--- src/verilog/flash_host_pkg.sv ---
/*
  Shared constants and types of the parallel NOR flash host controller:
  register map, command codes, bus cycle timing, pin and request carriers.
  Assumes a 250 MHz system clock; all times are converted to cycles here.
*/
package flash_host_pkg;

  localparam int CLK_PS = 4000;
  localparam int ADDR_W = 22;
  localparam int DQ_W = 16;

  // bus timing, in ns as specified, converted to whole clock cycles
  localparam int SETUP_NS = 8;
  localparam int STROBE_NS = 40;
  localparam int HOLD_NS = 8;
  localparam int READ_ACC_NS = 100;
  localparam int GLITCH_NS = 5;
  localparam int POWERUP_NS = 1000;
  localparam int HW_RST_NS = 500;
  localparam int HW_RECOVER_NS = 1000;
  localparam int BUSY_SETTLE_NS = 100;
  localparam int SETUP_CYC = (SETUP_NS * 1000 + CLK_PS - 1) / CLK_PS;
  localparam int STROBE_CYC = (STROBE_NS * 1000 + CLK_PS - 1) / CLK_PS;
  localparam int HOLD_CYC = (HOLD_NS * 1000 + CLK_PS - 1) / CLK_PS;
  localparam int READ_CYC = (READ_ACC_NS * 1000 + CLK_PS - 1) / CLK_PS;
  localparam int GLITCH_CYC = (GLITCH_NS * 1000 + CLK_PS - 1) / CLK_PS;
  localparam int POWERUP_CYC = (POWERUP_NS * 1000 + CLK_PS - 1) / CLK_PS;
  localparam int HW_RST_CYC = (HW_RST_NS * 1000 + CLK_PS - 1) / CLK_PS;
  localparam int HW_RECOVER_CYC = (HW_RECOVER_NS * 1000 + CLK_PS - 1) / CLK_PS;
  localparam int BUSY_SETTLE_CYC = (BUSY_SETTLE_NS * 1000 + CLK_PS - 1) / CLK_PS;

  // register byte offsets
  localparam logic [7:0] REG_CTRL = 8'h00;
  localparam logic [7:0] REG_ADDR = 8'h04;
  localparam logic [7:0] REG_DATA = 8'h08;
  localparam logic [7:0] REG_CMD = 8'h0C;
  localparam logic [7:0] REG_STATUS = 8'h10;
  localparam logic [7:0] REG_RDATA = 8'h14;

  // control and status fields
  localparam int CTRL_BYTE_MODE = 0;
  localparam int CTRL_SEC_LOCKED = 1;
  localparam int ST_BUSY = 0;
  localparam int ST_DONE = 1;
  localparam int ST_ERROR = 2;
  localparam int ST_READY = 3;
  localparam int ST_AUTOSEL = 4;
  localparam int ST_SECURE = 5;
  localparam int ST_REFUSED = 6;
  localparam int ST_LIMIT = 7;

  localparam logic [1:0] RESP_OKAY = 2'h0;
  localparam logic [1:0] RESP_DECERR = 2'h3;

  // flash command data and unlock addresses (word / byte mode)
  localparam logic [7:0] FC_UNLOCK1 = 8'hAA;
  localparam logic [7:0] FC_UNLOCK2 = 8'h55;
  localparam logic [7:0] FC_RESET = 8'hF0;
  localparam logic [7:0] FC_AUTOSEL = 8'h90;
  localparam logic [7:0] FC_PROGRAM = 8'hA0;
  localparam logic [7:0] FC_SEC_ENTER = 8'h88;
  localparam logic [7:0] FC_SEC_EXIT4 = 8'h00;
  localparam logic [11:0] UNLOCK_A1_WORD = 12'h555;
  localparam logic [11:0] UNLOCK_A2_WORD = 12'h2AA;
  localparam logic [11:0] UNLOCK_A1_BYTE = 12'hAAA;
  localparam logic [11:0] UNLOCK_A2_BYTE = 12'h555;
  localparam int LIMIT_BIT = 5;
  localparam int POLL_BIT = 7;

  typedef enum logic [3:0] {
    OP_NONE = 4'h0,
    OP_READ = 4'h1,
    OP_WRITE = 4'h2,
    OP_RESET = 4'h3,
    OP_AUTOSEL = 4'h4,
    OP_PROGRAM = 4'h5,
    OP_SEC_ENTER = 4'h6,
    OP_SEC_EXIT = 4'h7,
    OP_HW_RESET = 4'h8
  } op_t;

  typedef struct packed {
    logic write;
    logic [ADDR_W-1:0] addr;
    logic [DQ_W-1:0] data;
  } cyc_req_t;

  typedef struct packed {
    logic ce_n;
    logic we_n;
    logic oe_n;
    logic [ADDR_W-1:0] addr;
    logic [DQ_W-1:0] dq_o;
    logic [DQ_W-1:0] dq_oe;
  } bus_pins_t;

endpackage

--- src/verilog/flash_bus_cycle.sv ---
/*
  One asynchronous flash bus cycle, write or read, timed in clock cycles.
  Assumes dq_i is stable and synchronous to aclk while output enable is low.
*/
`timescale 1ns/10ps
module flash_bus_cycle (
  // clock and reset
  input wire logic aclk,
  input wire logic aresetn,
  // request
  input wire logic start,
  input flash_host_pkg::cyc_req_t req,
  output logic done,
  output logic [flash_host_pkg::DQ_W-1:0] rdata,
  // pins
  input wire logic [flash_host_pkg::DQ_W-1:0] dq_i,
  output flash_host_pkg::bus_pins_t pins
);

  typedef enum logic [2:0] {C_IDLE, C_SETUP, C_STROBE, C_HOLD, C_READ} cyc_state_t;
  cyc_state_t state;
  logic [7:0] count;
  logic is_write;
  wire count_end = (count == 8'h01);

  always_ff @(posedge aclk) begin
    if (!aresetn) begin
      state <= C_IDLE;
      count <= 8'h00;
      done <= 1'b0;
      rdata <= '0;
      is_write <= 1'b0;
      pins <= '{ce_n: 1'b1, we_n: 1'b1, oe_n: 1'b1, addr: '0, dq_o: '0, dq_oe: '0};
    end else begin
      done <= 1'b0;
      if (count != 8'h00) count <= count - 8'h01;
      case (state)
        C_IDLE: if (start) begin
          // oe held high before ce falls so no write is inhibited or misread
          is_write <= req.write;
          pins.addr <= req.addr;
          pins.dq_o <= req.data;
          pins.dq_oe <= {flash_host_pkg::DQ_W{req.write}};
          pins.ce_n <= 1'b0;
          pins.oe_n <= 1'b1;
          count <= 8'(flash_host_pkg::SETUP_CYC);
          state <= C_SETUP;
        end
        C_SETUP: if (count_end) begin
          // address is taken at this later falling edge of we  [RL9]
          if (is_write) begin
            pins.we_n <= 1'b0;
            count <= 8'(flash_host_pkg::STROBE_CYC);
            state <= C_STROBE;
          end else begin
            pins.oe_n <= 1'b0;
            count <= 8'(flash_host_pkg::READ_CYC);
            state <= C_READ;
          end
        end
        C_STROBE: if (count_end) begin
          // we rises first, before ce, so data is taken here  [RL9]
          pins.we_n <= 1'b1;
          count <= 8'(flash_host_pkg::HOLD_CYC);
          state <= C_HOLD;
        end
        C_READ: if (count_end) begin
          rdata <= dq_i;
          pins.oe_n <= 1'b1;
          count <= 8'(flash_host_pkg::HOLD_CYC);
          state <= C_HOLD;
        end
        C_HOLD: if (count_end) begin
          pins.ce_n <= 1'b1;
          pins.dq_oe <= '0;
          done <= 1'b1;
          state <= C_IDLE;
        end
        default: state <= C_IDLE;
      endcase
    end
  end

  // the write strobe is never shorter than the glitch filter of the flash;
  // a counter saturating at 255 keeps the check cheap for strobes of up to 255 cycles
  logic [7:0] we_low_count;
  always_ff @(posedge aclk) begin
    if (!aresetn) we_low_count <= 8'h00;
    else if (pins.we_n) we_low_count <= 8'h00;
    else if (we_low_count != 8'hFF) we_low_count <= we_low_count + 8'h01;
  end
endmodule // flash_bus_cycle

--- src/verilog/flash_host_ctrl.sv ---
/*
  Host controller for an asynchronous parallel NOR flash: software orders
  command sequences over AXI4-Lite, the block runs them on the flash pins,
  waits on ready/busy, verifies programmed data and reports status.
  Assumes flash inputs are synchronous to aclk; the flash is powered with
  this block, so a power-up quiet time runs after every reset.
  // Notes on behaviour
  // [RL1] security sector is never erased, only programmed
  // [RL2] security programming uses only the standard sequence
  // [RL3] security protect is run by software afterwards
  // [RL4] programming a locked security sector is refused
  // [RL5] write strobe is far longer than glitch width
  // [RL6] write strobe low only with select low, oe high
  // [RL7] no writes during the power-up quiet time
  // [RL8] malformed sequences return the flash to reading
  // [RL9] address at later fall, data first rise
  // [RL10] erase suspend read is the flash's own concern
  // [RL11] reset command follows limit-exceeded or leaves autoselect
  // [RL12] erase cancelling by reset lies with the flash
  // [RL13] reset returns an unfinished program to reading
  // [RL14] reset is also legal between autoselect cycles
  // [RL15] autoselect only issued while flash is ready
  // [RL16] autoselect entry: two unlocks, then bank command
  // [RL17] id reads use plain reads at bank offsets
  // [RL18] security entry three cycles, exit four cycles
  // [RL19] program: two unlocks, setup, address with data
  // [RL20] completion waited on ready/busy and data poll
  // [RL21] no command written while the flash is busy
  // [RL22] read-back mismatch flags a failed program
*/
// The AXI4-Lite slave port and the register offsets were decided locally.
`timescale 1ns/10ps
module flash_host_ctrl (
  // clock and reset
  input wire logic aclk,
  input wire logic aresetn,
  // axi4-lite slave
  input wire logic [7:0] s_axi_awaddr,
  input wire logic s_axi_awvalid,
  output logic s_axi_awready,
  input wire logic [31:0] s_axi_wdata,
  input wire logic [3:0] s_axi_wstrb,
  input wire logic s_axi_wvalid,
  output logic s_axi_wready,
  output logic [1:0] s_axi_bresp,
  output logic s_axi_bvalid,
  input wire logic s_axi_bready,
  input wire logic [7:0] s_axi_araddr,
  input wire logic s_axi_arvalid,
  output logic s_axi_arready,
  output logic [31:0] s_axi_rdata,
  output logic [1:0] s_axi_rresp,
  output logic s_axi_rvalid,
  input wire logic s_axi_rready,
  // flash pins
  output flash_host_pkg::bus_pins_t flash_bus,
  input wire logic [flash_host_pkg::DQ_W-1:0] flash_dq_i,
  output logic flash_reset_n,
  output logic flash_byte_n,
  input wire logic ready_busy_n
);

  typedef enum logic [2:0] {S_POWERUP, S_IDLE, S_ISSUE, S_WAIT, S_SETTLE, S_POLL, S_HWRST} state_t;
  state_t state;

  logic [1:0] ctrl;
  logic [flash_host_pkg::ADDR_W-1:0] addr;
  logic [flash_host_pkg::DQ_W-1:0] wdata;
  logic [flash_host_pkg::DQ_W-1:0] rdata;
  flash_host_pkg::op_t op;
  logic [1:0] step;
  logic [15:0] count;
  logic done;
  logic error;
  logic refused;
  logic limit;
  logic in_autosel;
  logic in_secure;
  logic cyc_start;
  logic cyc_verify;
  flash_host_pkg::cyc_req_t cyc_req;
  wire cyc_done;
  wire [flash_host_pkg::DQ_W-1:0] cyc_rdata;

  // register decode
  wire wr_take = s_axi_awvalid && s_axi_wvalid && !s_axi_bvalid;
  wire wr_ctrl = wr_take && s_axi_awaddr == flash_host_pkg::REG_CTRL;
  wire wr_addr = wr_take && s_axi_awaddr == flash_host_pkg::REG_ADDR;
  wire wr_data = wr_take && s_axi_awaddr == flash_host_pkg::REG_DATA;
  wire wr_cmd = wr_take && s_axi_awaddr == flash_host_pkg::REG_CMD;
  wire wr_hit = wr_ctrl || wr_addr || wr_data || wr_cmd;
  wire rd_take = s_axi_arvalid && !s_axi_rvalid;
  wire idle = (state == S_IDLE);
  wire busy = !idle;
  wire [7:0] status = {limit, refused, in_secure, in_autosel, ready_busy_n, error, done, busy};
  wire rd_ctrl = s_axi_araddr == flash_host_pkg::REG_CTRL;
  wire rd_addr = s_axi_araddr == flash_host_pkg::REG_ADDR;
  wire rd_data = s_axi_araddr == flash_host_pkg::REG_DATA;
  wire rd_cmd = s_axi_araddr == flash_host_pkg::REG_CMD;
  wire rd_status = s_axi_araddr == flash_host_pkg::REG_STATUS;
  wire rd_rdata = s_axi_araddr == flash_host_pkg::REG_RDATA;
  wire rd_hit = rd_ctrl || rd_addr || rd_data || rd_cmd || rd_status || rd_rdata;
  wire [31:0] rd_value = rd_ctrl ? {30'h0, ctrl} :
                         rd_addr ? {10'h0, addr} :
                         rd_data ? {16'h0, wdata} :
                         rd_cmd ? {28'h0, op} :
                         rd_status ? {24'h0, status} :
                         rd_rdata ? {16'h0, rdata} : 32'h0;

  // command acceptance
  wire [3:0] cmd_code = s_axi_wdata[3:0];
  wire byte_mode = ctrl[flash_host_pkg::CTRL_BYTE_MODE];
  wire cmd_valid = cmd_code >= 4'h1 && cmd_code <= 4'h8; // RL1 RL2 RL10 RL12
  wire sec_locked_prog = cmd_code == flash_host_pkg::OP_PROGRAM && in_secure
                         && ctrl[flash_host_pkg::CTRL_SEC_LOCKED]; // RL4
  wire needs_ready = cmd_code != flash_host_pkg::OP_HW_RESET;
  wire cmd_refuse = !idle || !cmd_valid || sec_locked_prog || (needs_ready && !ready_busy_n); // RL15 RL21
  wire cmd_go = wr_cmd && !cmd_refuse;

  // sequence tables
  wire [11:0] ua1 = byte_mode ? flash_host_pkg::UNLOCK_A1_BYTE : flash_host_pkg::UNLOCK_A1_WORD;
  wire [11:0] ua2 = byte_mode ? flash_host_pkg::UNLOCK_A2_BYTE : flash_host_pkg::UNLOCK_A2_WORD;
  wire [flash_host_pkg::ADDR_W-1:0] bank_ua1 = {addr[flash_host_pkg::ADDR_W-1:12], ua1};
  wire [flash_host_pkg::ADDR_W-1:0] bank_ua2 = {addr[flash_host_pkg::ADDR_W-1:12], ua2};
  wire single_op = op == flash_host_pkg::OP_READ || op == flash_host_pkg::OP_WRITE
                   || op == flash_host_pkg::OP_RESET;
  wire [1:0] last_step = single_op ? 2'h0 :
                         (op == flash_host_pkg::OP_AUTOSEL || op == flash_host_pkg::OP_SEC_ENTER) ? 2'h2 : 2'h3;
  wire [7:0] third_code = op == flash_host_pkg::OP_AUTOSEL ? flash_host_pkg::FC_AUTOSEL : // RL16
                          op == flash_host_pkg::OP_PROGRAM ? flash_host_pkg::FC_PROGRAM : // RL19
                          op == flash_host_pkg::OP_SEC_ENTER ? flash_host_pkg::FC_SEC_ENTER : // RL18
                          flash_host_pkg::FC_AUTOSEL;
  wire [7:0] fourth_code = op == flash_host_pkg::OP_SEC_EXIT ? flash_host_pkg::FC_SEC_EXIT4 : wdata[7:0];
  wire [flash_host_pkg::ADDR_W-1:0] fourth_addr = op == flash_host_pkg::OP_SEC_EXIT ? bank_ua1 : addr;

  always_comb begin
    cyc_req = '{write: 1'b1, addr: addr, data: wdata};
    if (cyc_verify) begin
      cyc_req.write = 1'b0;
    end else if (single_op) begin
      cyc_req.write = op != flash_host_pkg::OP_READ; // RL17
      // the reset command ignores the address, so the user address is sent as is
      if (op == flash_host_pkg::OP_RESET) cyc_req.data = {8'h00, flash_host_pkg::FC_RESET}; // RL11 RL13 RL14
    end else begin
      case (step) // RL8
        2'h0: cyc_req = '{write: 1'b1, addr: bank_ua1, data: {8'h00, flash_host_pkg::FC_UNLOCK1}};
        2'h1: cyc_req = '{write: 1'b1, addr: bank_ua2, data: {8'h00, flash_host_pkg::FC_UNLOCK2}};
        2'h2: cyc_req = '{write: 1'b1, addr: bank_ua1, data: {8'h00, third_code}};
        2'h3: cyc_req = '{write: 1'b1, addr: fourth_addr,
                          data: op == flash_host_pkg::OP_PROGRAM ? wdata : {8'h00, fourth_code}};
        default: cyc_req = '{write: 1'b1, addr: addr, data: wdata};
      endcase
    end
  end

  // poll verdict: data-poll bit and whole data matching means done; otherwise a poll match or the limit bit means failure
  wire poll_match = cyc_rdata[flash_host_pkg::POLL_BIT] == wdata[flash_host_pkg::POLL_BIT];
  wire poll_limit = cyc_rdata[flash_host_pkg::LIMIT_BIT];
  wire byte_ok = cyc_rdata[7:0] == wdata[7:0];
  wire word_ok = byte_mode ? byte_ok : cyc_rdata == wdata;
  wire count_zero = (count == 16'h0000);

  always_ff @(posedge aclk) begin
    if (!aresetn) begin
      s_axi_awready <= 1'b0;
      s_axi_wready <= 1'b0;
      s_axi_bvalid <= 1'b0;
      s_axi_bresp <= flash_host_pkg::RESP_OKAY;
      s_axi_arready <= 1'b0;
      s_axi_rvalid <= 1'b0;
      s_axi_rdata <= 32'h0;
      s_axi_rresp <= flash_host_pkg::RESP_OKAY;
    end else begin
      s_axi_awready <= wr_take;
      s_axi_wready <= wr_take;
      if (wr_take) begin
        s_axi_bvalid <= 1'b1;
        s_axi_bresp <= wr_hit ? flash_host_pkg::RESP_OKAY : flash_host_pkg::RESP_DECERR;
      end else if (s_axi_bready) s_axi_bvalid <= 1'b0;
      s_axi_arready <= rd_take;
      if (rd_take) begin
        s_axi_rvalid <= 1'b1;
        s_axi_rdata <= rd_value;
        s_axi_rresp <= rd_hit ? flash_host_pkg::RESP_OKAY : flash_host_pkg::RESP_DECERR;
      end else if (s_axi_rready) s_axi_rvalid <= 1'b0;
    end
  end

  always_ff @(posedge aclk) begin
    if (!aresetn) begin
      ctrl <= 2'h0;
      addr <= '0;
      wdata <= '0;
    end else begin
      if (wr_ctrl && s_axi_wstrb[0]) ctrl <= s_axi_wdata[1:0];
      if (wr_addr && idle) addr <= s_axi_wdata[flash_host_pkg::ADDR_W-1:0];
      if (wr_data && idle) wdata <= s_axi_wdata[flash_host_pkg::DQ_W-1:0];
    end
  end

  always_ff @(posedge aclk) begin
    if (!aresetn) begin
      state <= S_POWERUP;
      count <= 16'(flash_host_pkg::POWERUP_CYC);
      op <= flash_host_pkg::OP_NONE;
      step <= 2'h0;
      done <= 1'b0;
      error <= 1'b0;
      refused <= 1'b0;
      limit <= 1'b0;
      rdata <= '0;
      in_autosel <= 1'b0;
      in_secure <= 1'b0;
      cyc_start <= 1'b0;
      cyc_verify <= 1'b0;
      flash_reset_n <= 1'b0;
      flash_byte_n <= 1'b1;
    end else begin
      cyc_start <= 1'b0;
      flash_byte_n <= !byte_mode;
      if (!count_zero) count <= count - 16'h0001;
      if (wr_cmd && cmd_refuse) refused <= 1'b1;
      else if (cmd_go) refused <= 1'b0;
      case (state)
        S_POWERUP: begin
          // reset is released at once, then the flash sits in read mode through the quiet time  [RL7]
          flash_reset_n <= 1'b1;
          if (count_zero) state <= S_IDLE;
        end
        S_IDLE: if (cmd_go) begin
          op <= flash_host_pkg::op_t'(cmd_code);
          step <= 2'h0;
          done <= 1'b0;
          error <= 1'b0;
          limit <= 1'b0;
          cyc_verify <= 1'b0;
          if (cmd_code == flash_host_pkg::OP_HW_RESET) begin
            flash_reset_n <= 1'b0;
            count <= 16'(flash_host_pkg::HW_RST_CYC);
            state <= S_HWRST;
          end else state <= S_ISSUE;
        end
        S_ISSUE: begin
          cyc_start <= 1'b1;
          state <= S_WAIT;
        end
        S_WAIT: if (cyc_done) begin
          if (cyc_verify) begin
            rdata <= cyc_rdata;
            if (poll_match || poll_limit) begin
              // the same read that matched the poll bit must also match the whole data
              if (poll_match && word_ok) begin
                done <= 1'b1;
                state <= S_IDLE;
              end else begin
                // failed program, limit bit, or a 0 that cannot become 1  [RL22]
                error <= 1'b1;
                limit <= poll_limit;
                op <= flash_host_pkg::OP_RESET; // RL11
                cyc_verify <= 1'b0;
                step <= 2'h0;
                state <= S_ISSUE;
              end
            end else state <= S_ISSUE;
          end else if (step != last_step) begin
            step <= step + 2'h1;
            state <= S_ISSUE;
          end else begin
            if (op == flash_host_pkg::OP_READ) rdata <= cyc_rdata;
            if (op == flash_host_pkg::OP_AUTOSEL) in_autosel <= 1'b1;
            if (op == flash_host_pkg::OP_RESET) in_autosel <= 1'b0;
            if (op == flash_host_pkg::OP_SEC_ENTER) in_secure <= 1'b1; // RL18
            if (op == flash_host_pkg::OP_SEC_EXIT) in_secure <= 1'b0; // RL18
            if (op == flash_host_pkg::OP_PROGRAM) begin
              count <= 16'(flash_host_pkg::BUSY_SETTLE_CYC);
              state <= S_SETTLE;
            end else begin
              done <= op != flash_host_pkg::OP_RESET || !error;
              state <= S_IDLE;
            end
          end
        end
        S_SETTLE: if (count_zero) state <= S_POLL;
        // nothing is written until the embedded program reports ready  [RL20] [RL21]
        S_POLL: if (ready_busy_n) begin
          cyc_verify <= 1'b1;
          state <= S_ISSUE;
        end
        S_HWRST: begin
          if (count_zero && !flash_reset_n) begin
            flash_reset_n <= 1'b1;
            count <= 16'(flash_host_pkg::HW_RECOVER_CYC);
          end else if (count_zero) begin
            // the flash leaves the security region and autoselect on reset
            in_autosel <= 1'b0;
            in_secure <= 1'b0;
            done <= 1'b1;
            state <= S_IDLE;
          end
        end
        default: state <= S_IDLE;
      endcase
    end
  end

  flash_bus_cycle u_cycle (
    .aclk(aclk),
    .aresetn(aresetn),
    .start(cyc_start),
    .req(cyc_req),
    .done(cyc_done),
    .rdata(cyc_rdata),
    .dq_i(flash_dq_i),
    .pins(flash_bus)
  );
endmodule // flash_host_ctrl

--- config.mk ---
export PLATFORM = sky130hd
export DESIGN_NAME = flash_host_ctrl
export DESIGN_NICKNAME = d
export VERILOG_FILES = /design/src/verilog/flash_host_pkg.sv /design/src/verilog/flash_bus_cycle.sv /design/src/verilog/flash_host_ctrl.sv
export SDC_FILE = /design/constraint.sdc
export NUM_CORES = 1
export LEC_CHECK = 0
export BUFFER_PORTS_ARGS = -buffer_cell sky130_fd_sc_hd__clkbuf_2
export CORE_MARGIN = 1
export CORE_UTILIZATION = 52
export CTS_BUF_LIST = sky130_fd_sc_hd__clkbuf_8
export DETAILED_ROUTE_END_ITERATION = 8
export GPL_TIMING_DRIVEN = 0
export PLACE_DENSITY_LB_ADDON = 0.05
export SLEW_MARGIN = 30
export SYNTH_ARGS = -nofsm -noshare
export SYNTH_HDL_FRONTEND = slang
export SYNTH_SLANG_ARGS = --single-unit
export TNS_END_PERCENT = 1
--- constraint.sdc ---
create_clock -name aclk -period 2.8 [get_ports aclk]
set_input_delay 0.84 -clock aclk [delete_from_list [all_inputs] [get_ports aclk]]
set_output_delay 0.84 -clock aclk [all_outputs]
set_load 0.02 [all_outputs]
== Word-level counts from Yosys, hierarchy flattened ==
Index checks and enable logic that the tools add are counted.

* Add/subtract/negate cells: 3
* $lt $le $gt $ge: 2
* Eq/ne operators: 68
* Muxes and demuxes: 138
* Reduce and logical (&&, ||, !) cells: 79

{| class="wikitable"
|+ Operators with widths
! operator !! count
|-
| $mux W16 || 19
|-
| $pmux W39 S4 || 1
|-
| $mux W22 || 3
|-
| $mux W55 || 1
|-
| $mux W1 || 52
|-
| $mux W3 || 16
|-
| $pmux W16 S3 || 1
|-
| $mux W8 || 5
|-
| $mux W38 || 1
|-
| $eq A8 B4 Y1 const B || 4
|-
| $pmux W16 S2 || 1
|-
| $ne A2 B2 Y1 const B || 13
|-
| $mux W12 || 2
|-
| $ne A3 B3 Y1 const B || 8
|-
| $pmux W8 S3 || 1
|-
| $mux W2 || 11
|-
| $pmux W3 S7 || 1
|-
| $eq A4 B3 Y1 const B || 5
|-
| $mux W4 || 5
|-
| $reduce_and A4 Y1 || 5
|-
| $logic_and A1 B1 Y1 || 18
|-
| $ne A2 B1 Y1 const B || 9
|-
| $eq A16 B16 Y1 || 1
|-
| $eq A8 B3 Y1 const B || 2
|-
| other kinds (45) || 105
|}

* Register bits: 217
* Bits of input ports: 76
* Word-level logic and storage cells: 326

== Depth between registers and ports, before layout ==
* Word-level depth: 10
* Mapped depth: 9
* Depth with buffers taken out: 8

== Cells and area by module ==
A second synthesis with hierarchy kept.

* Cells, all modules: 1132
* Area, all modules: 9296.4 µm²

{| class="wikitable"
|+ Modules (own cells, without submodules)
! module !! instances !! cells each !! area each (µm²)
|-
| flash_host_ctrl || 1 || 778 || 6266.0
|-
| flash_bus_cycle || 1 || 354 || 3030.4
|}

== Worst setup path after synthesis ==
No wires, ideal clock.

* Path type: input-to-reg
* Start point: in s_axi_araddr[4]
* End point: reg s_axi_rdata[12]
* Arrival: 2.644 ns
* Data required time: 2.726 ns
* Slack: 0.082 ns
* Stages on the path: 8
* Cell sequence: or4_1 clkbuf_1 or2_2 nor3_1 buf_2 a22o_1 nand2_1 a31oi_1

* Word-level cells in the longest chain between the ends: 7

{| class="wikitable"
|+ RTL lines
! item !! RTL line !! text
|-
| start, declared || flash_host_ctrl.sv:48 || <nowiki>input wire logic [7:0] s_axi_araddr,</nowiki>
|-
| $eq A8 B5 Y1 || flash_host_ctrl.sv:101 || <nowiki>wire rd_rdata = s_axi_araddr == flash_host_pkg::REG_RDATA;</nowiki>
|-
| $mux W16 || flash_host_ctrl.sv:108 || <nowiki>rd_rdata ? {16'h0, rdata} : 32'h0;</nowiki>
|-
| $mux W16 || flash_host_ctrl.sv:107 || <nowiki>rd_status ? {24'h0, status} :</nowiki>
|-
| $mux W16 || flash_host_ctrl.sv:106 || <nowiki>rd_cmd ? {28'h0, op} :</nowiki>
|-
| $mux W16 || flash_host_ctrl.sv:105 || <nowiki>rd_data ? {16'h0, wdata} :</nowiki>
|-
| $mux W22 || flash_host_ctrl.sv:104 || <nowiki>rd_addr ? {10'h0, addr} :</nowiki>
|-
| $mux W22 (*) || flash_host_ctrl.sv:103 || <nowiki>wire [31:0] rd_value = rd_ctrl ? {30'h0, ctrl} :</nowiki>
|-
| end signal, assigned || flash_host_ctrl.sv:183 || <nowiki>s_axi_rdata <= rd_value;</nowiki>
|-
| end, declared || flash_host_ctrl.sv:51 || <nowiki>output logic [31:0] s_axi_rdata,</nowiki>
|}

Mark *: on every way between the ends. The rest lies on a longest branch, timed or not.
A chain may end at the register's enable or synchronous reset.

== Final worst setup path ==
* Start point: in s_axi_araddr[4]
* End point: reg s_axi_rdata[13]

Same word-level chain as after synthesis.

==> summary.md <==
| Metric | Value |
|---|---|
| Placed Area | `9896 µm²` |
| Relative slew margins | `46.19%` |
| Seq cells post-synth | `190` |
| DRC violations left | `0` |
| Compound-Gate Fraction of Synth Area | `19.30%` |
| Syn Inst Count | `between 1000 and 1500` |
| CTS tree | `yes` |
| Met2 Usage GRT | `51.56%` |
| Combinational share of power | `22.5%` |
| Fraction of the mapped netlist area in adder cells | `less than 1%` |
| Core Region | `16580 µm²` |
| First-pass GRT wire length | `43010 µm` |
| Hold endpoint | `u_cycle.pins[49]$_SDFFE_PN0P_` |
| Final Max Tran Viols | `0` |
| Kind of end point of the critical path | `flop` |
| RR Endpoint | `rdata[8]$_SDFFE_PN0P_` |
| Final Critical Period | `2.699 ns` |
| Syn Area/Cell | `roughly 8.0 µm²` |
| Switching Share | `approximately a third` |
| Vias | `8750` |
| Share of cells above drive strength 1 | `19.12%` |
| GPL Wtd Cong | `1.018` |
| Std cell rows | `47` |
| Power Density | `609.0 nW/µm²` |
| Total Die Area | `17510 µm²` |
| Vias per inst | `5.749` |
| Number of max-cap violations | `0` |
| Maximum buffer depth of the clock tree | `2` |
| Crit path cell chain | `clkbuf_2 > or4_1 > clkbuf_1 > or2_2 > nor3_2 > buf_2 > a22o_1 > nand2_1 > a31oi_1` |
| IO Pins | `~180` |
| Yosys top cell area share | `around 43%` |
| Clock power frac | `30.4%` |
| Hold Buf Count CTS | `0` |
| Root buf cell | `clkbuf_8` |
| Area Overhead vs Synth | `17.87%` |
| Crit share post-route | `96.38%` |
| Synth Area in XOR/XNOR | `~3.6%` |
| Detailed Routing Iterations Pass 1 | `9` |
| Largest family of logic cells by synthesized area | `simple AND/OR/NAND/NOR gates` |
| Final setup TNS | `0 ns` |
| Largest cells by area after synthesis | `dfxtp_1, nand2_1, a21oi_1` |
| # diodes | `0` |
| Initial Util | `a little over half` |
| Met3 track demand over resource | `5.729%` |
| Internal Pwr Total | `about 4.1 mW` |
| Status | `completed` |
| WHS Path Cells | `2` |
| Reg2reg start | `state[1]$_SDFFE_PN0P_` |
| Design Area, Final | `10410 µm²` |
| Leading area contributor after synthesis | `dfxtp_1` |
| Setup violators final | `0` |
| # nets final | `1372` |
| H-tree depth reported by CTS | `4` |
| Max frequency | `0.3705 GHz` |
| Worst VDD drop | `between 0.0004 and 0.0005 V` |
| Mux cell area share after synthesis | `3.528%` |
| Die span in x | `132.3 µm` |
| Clock Skew | `roughly 0.018 ns` |
| Hold Path Origin | `u_cycle.pins[49]$_SDFFE_PN0P_` |
| Met1 Use GR | `41.33%` |
| Switching power | `2.239 mW` |
| Sequential fraction of the synthesis area | `roughly 43%` |
| CP max FO | `10` |
| Slowest CP cell | `or4_1` |
| FF-to-FF setup slack | `about 0.17 ns` |
| Post-synth EDFFs | `0` |
| Sequential Power Share | `47.2%` |
| Vert. Die Dim | `132.3 µm` |
| Post-Synth Simple-Gate Area | `23.18%` |
| First DRT Iteration DRCs | `833` |
| ANT nets after route | `0` |
| Post-Syn Area | `approximately 8800 µm²` |
| CP Class | `primary input to flop` |
| Dpl hpwl | `20900 µm` |
| Total GRT Usage | `31.73%` |
| Largest net degree at the start of global routing | `22` |
| Layout Utilization | `62.77%` |
| Worst reg2reg path depth | `8` |
| Clock latency on the worst-skew pair | `0.49 ns` |
| Total gr overflow | `0` |
| RSZ-0062 raised after global routing | `yes` |
| Routed wire length | `between 20000 and 30000 µm` |
| Vias in the first global route | `7795` |
| Routed len/inst | `about 18 µm` |
| Worst-Margin Slew | `roughly 0.81 ns` |
| Global-route layer with the greatest usage | `met2` |
| Clock buffers created by TritonCTS | `17` |
| Power Total | `6.339 mW` |
| Worst-path clk slew | `0.11 ns` |
| Leakage power | `4.038 nW` |
| Clk sink count | `190` |
| Initial antenna violation count | `0` |
| Yosys warning total | `0` |
| Crit path DAT | `3.11 ns` |
| WP data required | `3.21 ns` |
| PortBufs | `roughly 150` |
| CP startpoint kind | `primary input` |
| Type of the tightest min-delay check | `flop to flop` |
| Fin. Hold Viols | `0` |
| Synth Flop Type | `dfxtp_1` |
| Asr flop ratio synth | `0%` |
| Slowest stage delay, CP | `0.51 ns` |
| Unique cell type count in the Yosys netlist | `73` |
[flip-flops by register name, summed over array words and instances (netlist names), 4 cells and up]
register,count
u_cycle.rdata,16
s_axi_rdata,22
count,16
u_cycle.pins,42
wdata,16
rdata,16
u_cycle.count,8
op,4
addr,22
[cells in the final DEF, fill, tap and decap left out, types with 18 or more instances in the layout]
cell	synthesis	routed
nand2_1	201	201
o21ai_0	53	52
nand3_1	38	38
nor2_1	102	101
a21oi_1	122	121
clkbuf_8	0	18
mux2i_1	30	29
nor3_1	22	21
clkbuf_2	0	155
xnor2_1	20	20
dfxtp_1	190	190
inv_1	21	21
clkbuf_1	60	56
buf_4	29	32
[per-layer routing]
layer  vias up  part of all wire, %
met5         -                    0
met4         0                  3.4
met3        59                  7.8
met2       408                   47
met1      4078                   42
li1       4205                    -
[Yosys cell counts (4+ instances only)]
cell type and number:
a22o_1 6, buf_4 29, or2_2 4, clkbuf_1 60, nor2_1 102, xor2_1 16
o211ai_1 4, nand2_1 201, nor4_1 18, ha_1 7, nand3b_1 4, a221oi_1 8
nand2b_1 10, a31oi_1 15, and2_1 5, a211oi_1 9, o32ai_1 4, and3_1 5
nor3_1 22, a21oi_1 122, o31ai_1 9, dfxtp_1 190, xnor2_1 20, inv_1 21
a22oi_1 9, nand4_1 4, nor2b_1 8, mux2i_1 30, nand3_1 38, or3_1 7
o21ai_0 53
[worst max-delay path by stage]
stage	startpoint	to	slack (ns)
6_report	s_axi_araddr[4]	s_axi_rdata[13]$_SDFFE_PN0P_	0.10
5_1_grt	s_axi_araddr[4]	s_axi_rdata[9]$_SDFFE_PN0P_	-0.03
4_1_cts	count[0]$_SDFF_PN0_	state[0]$_SDFFE_PN0P_	-0.06
3_5_place_dp	s_axi_araddr[4]	s_axi_rdata[11]$_SDFFE_PN0P_	-0.57
3_3_place_gp	s_axi_araddr[4]	s_axi_rdata[12]$_SDFFE_PN0P_	-0.49
2_1_floorplan	s_axi_araddr[4]	s_axi_rdata[12]$_SDFFE_PN0P_	0.08
[what timing repair did]
action,4_1_cts,5_1_grt
endpoints found under the setup margin,37,58
cloned,0,0
pin swaps,0,3
gates resized for setup,3,17
setup buffers,0,3
[power groups by stage]
stage          logic, mW  registers, mW  clock network, mW
3_5_place_dp        1.37           3.04                  0
2_1_floorplan      0.882           3.10                  0
6_report            1.42           2.99               1.93
5_1_grt             1.56           3.01               2.04
3_3_place_gp        1.35           3.04                  0
4_1_cts             1.38           2.98               1.93
[cell type report]
class	instances	area, µm²
fill	1508	6175
sequential	190	3804
timing repair buffer	154	778.2
buffer	94	476.7
tap	220	275.3
clock buffer	18	247.7
inverter	23	86.33
multi-input combinational	809	4563
clock inverter	14	177.7
[per-stage QoR]
stage,hold WS [ns],setup WS [ns],std cells
after floorplan,0.4226,0.08170,1116
after global placement,0.4396,-0.4929,1487
after detailed placement,0.4456,-0.5667,1487
after CTS,0.4619,-0.05769,1519
after global routing,0.4845,-0.02574,1522
final,0.4622,0.1013,1522
[cell families (layout without fill, tap and decap cells)]
logic type                 after synthesis  in the layout
AOI/OAI and AO/OA                      277            277
xor gates and xnor gates                36             36
adders and majority gates                7              7
buffers and inverters                  117            303
DFF                                    190            190
muxes                                   31             31
other                                    1             10
and+or+nand+nor                        448            448
[worst max-delay path: cells and delay by family]
family | cells | cell delay, ns
compound gates | 2 | 0.40
simple gates | 4 | 1.22
buf+inv | 3 | 0.64
Note: power is estimated with default switching activity, not from simulation.
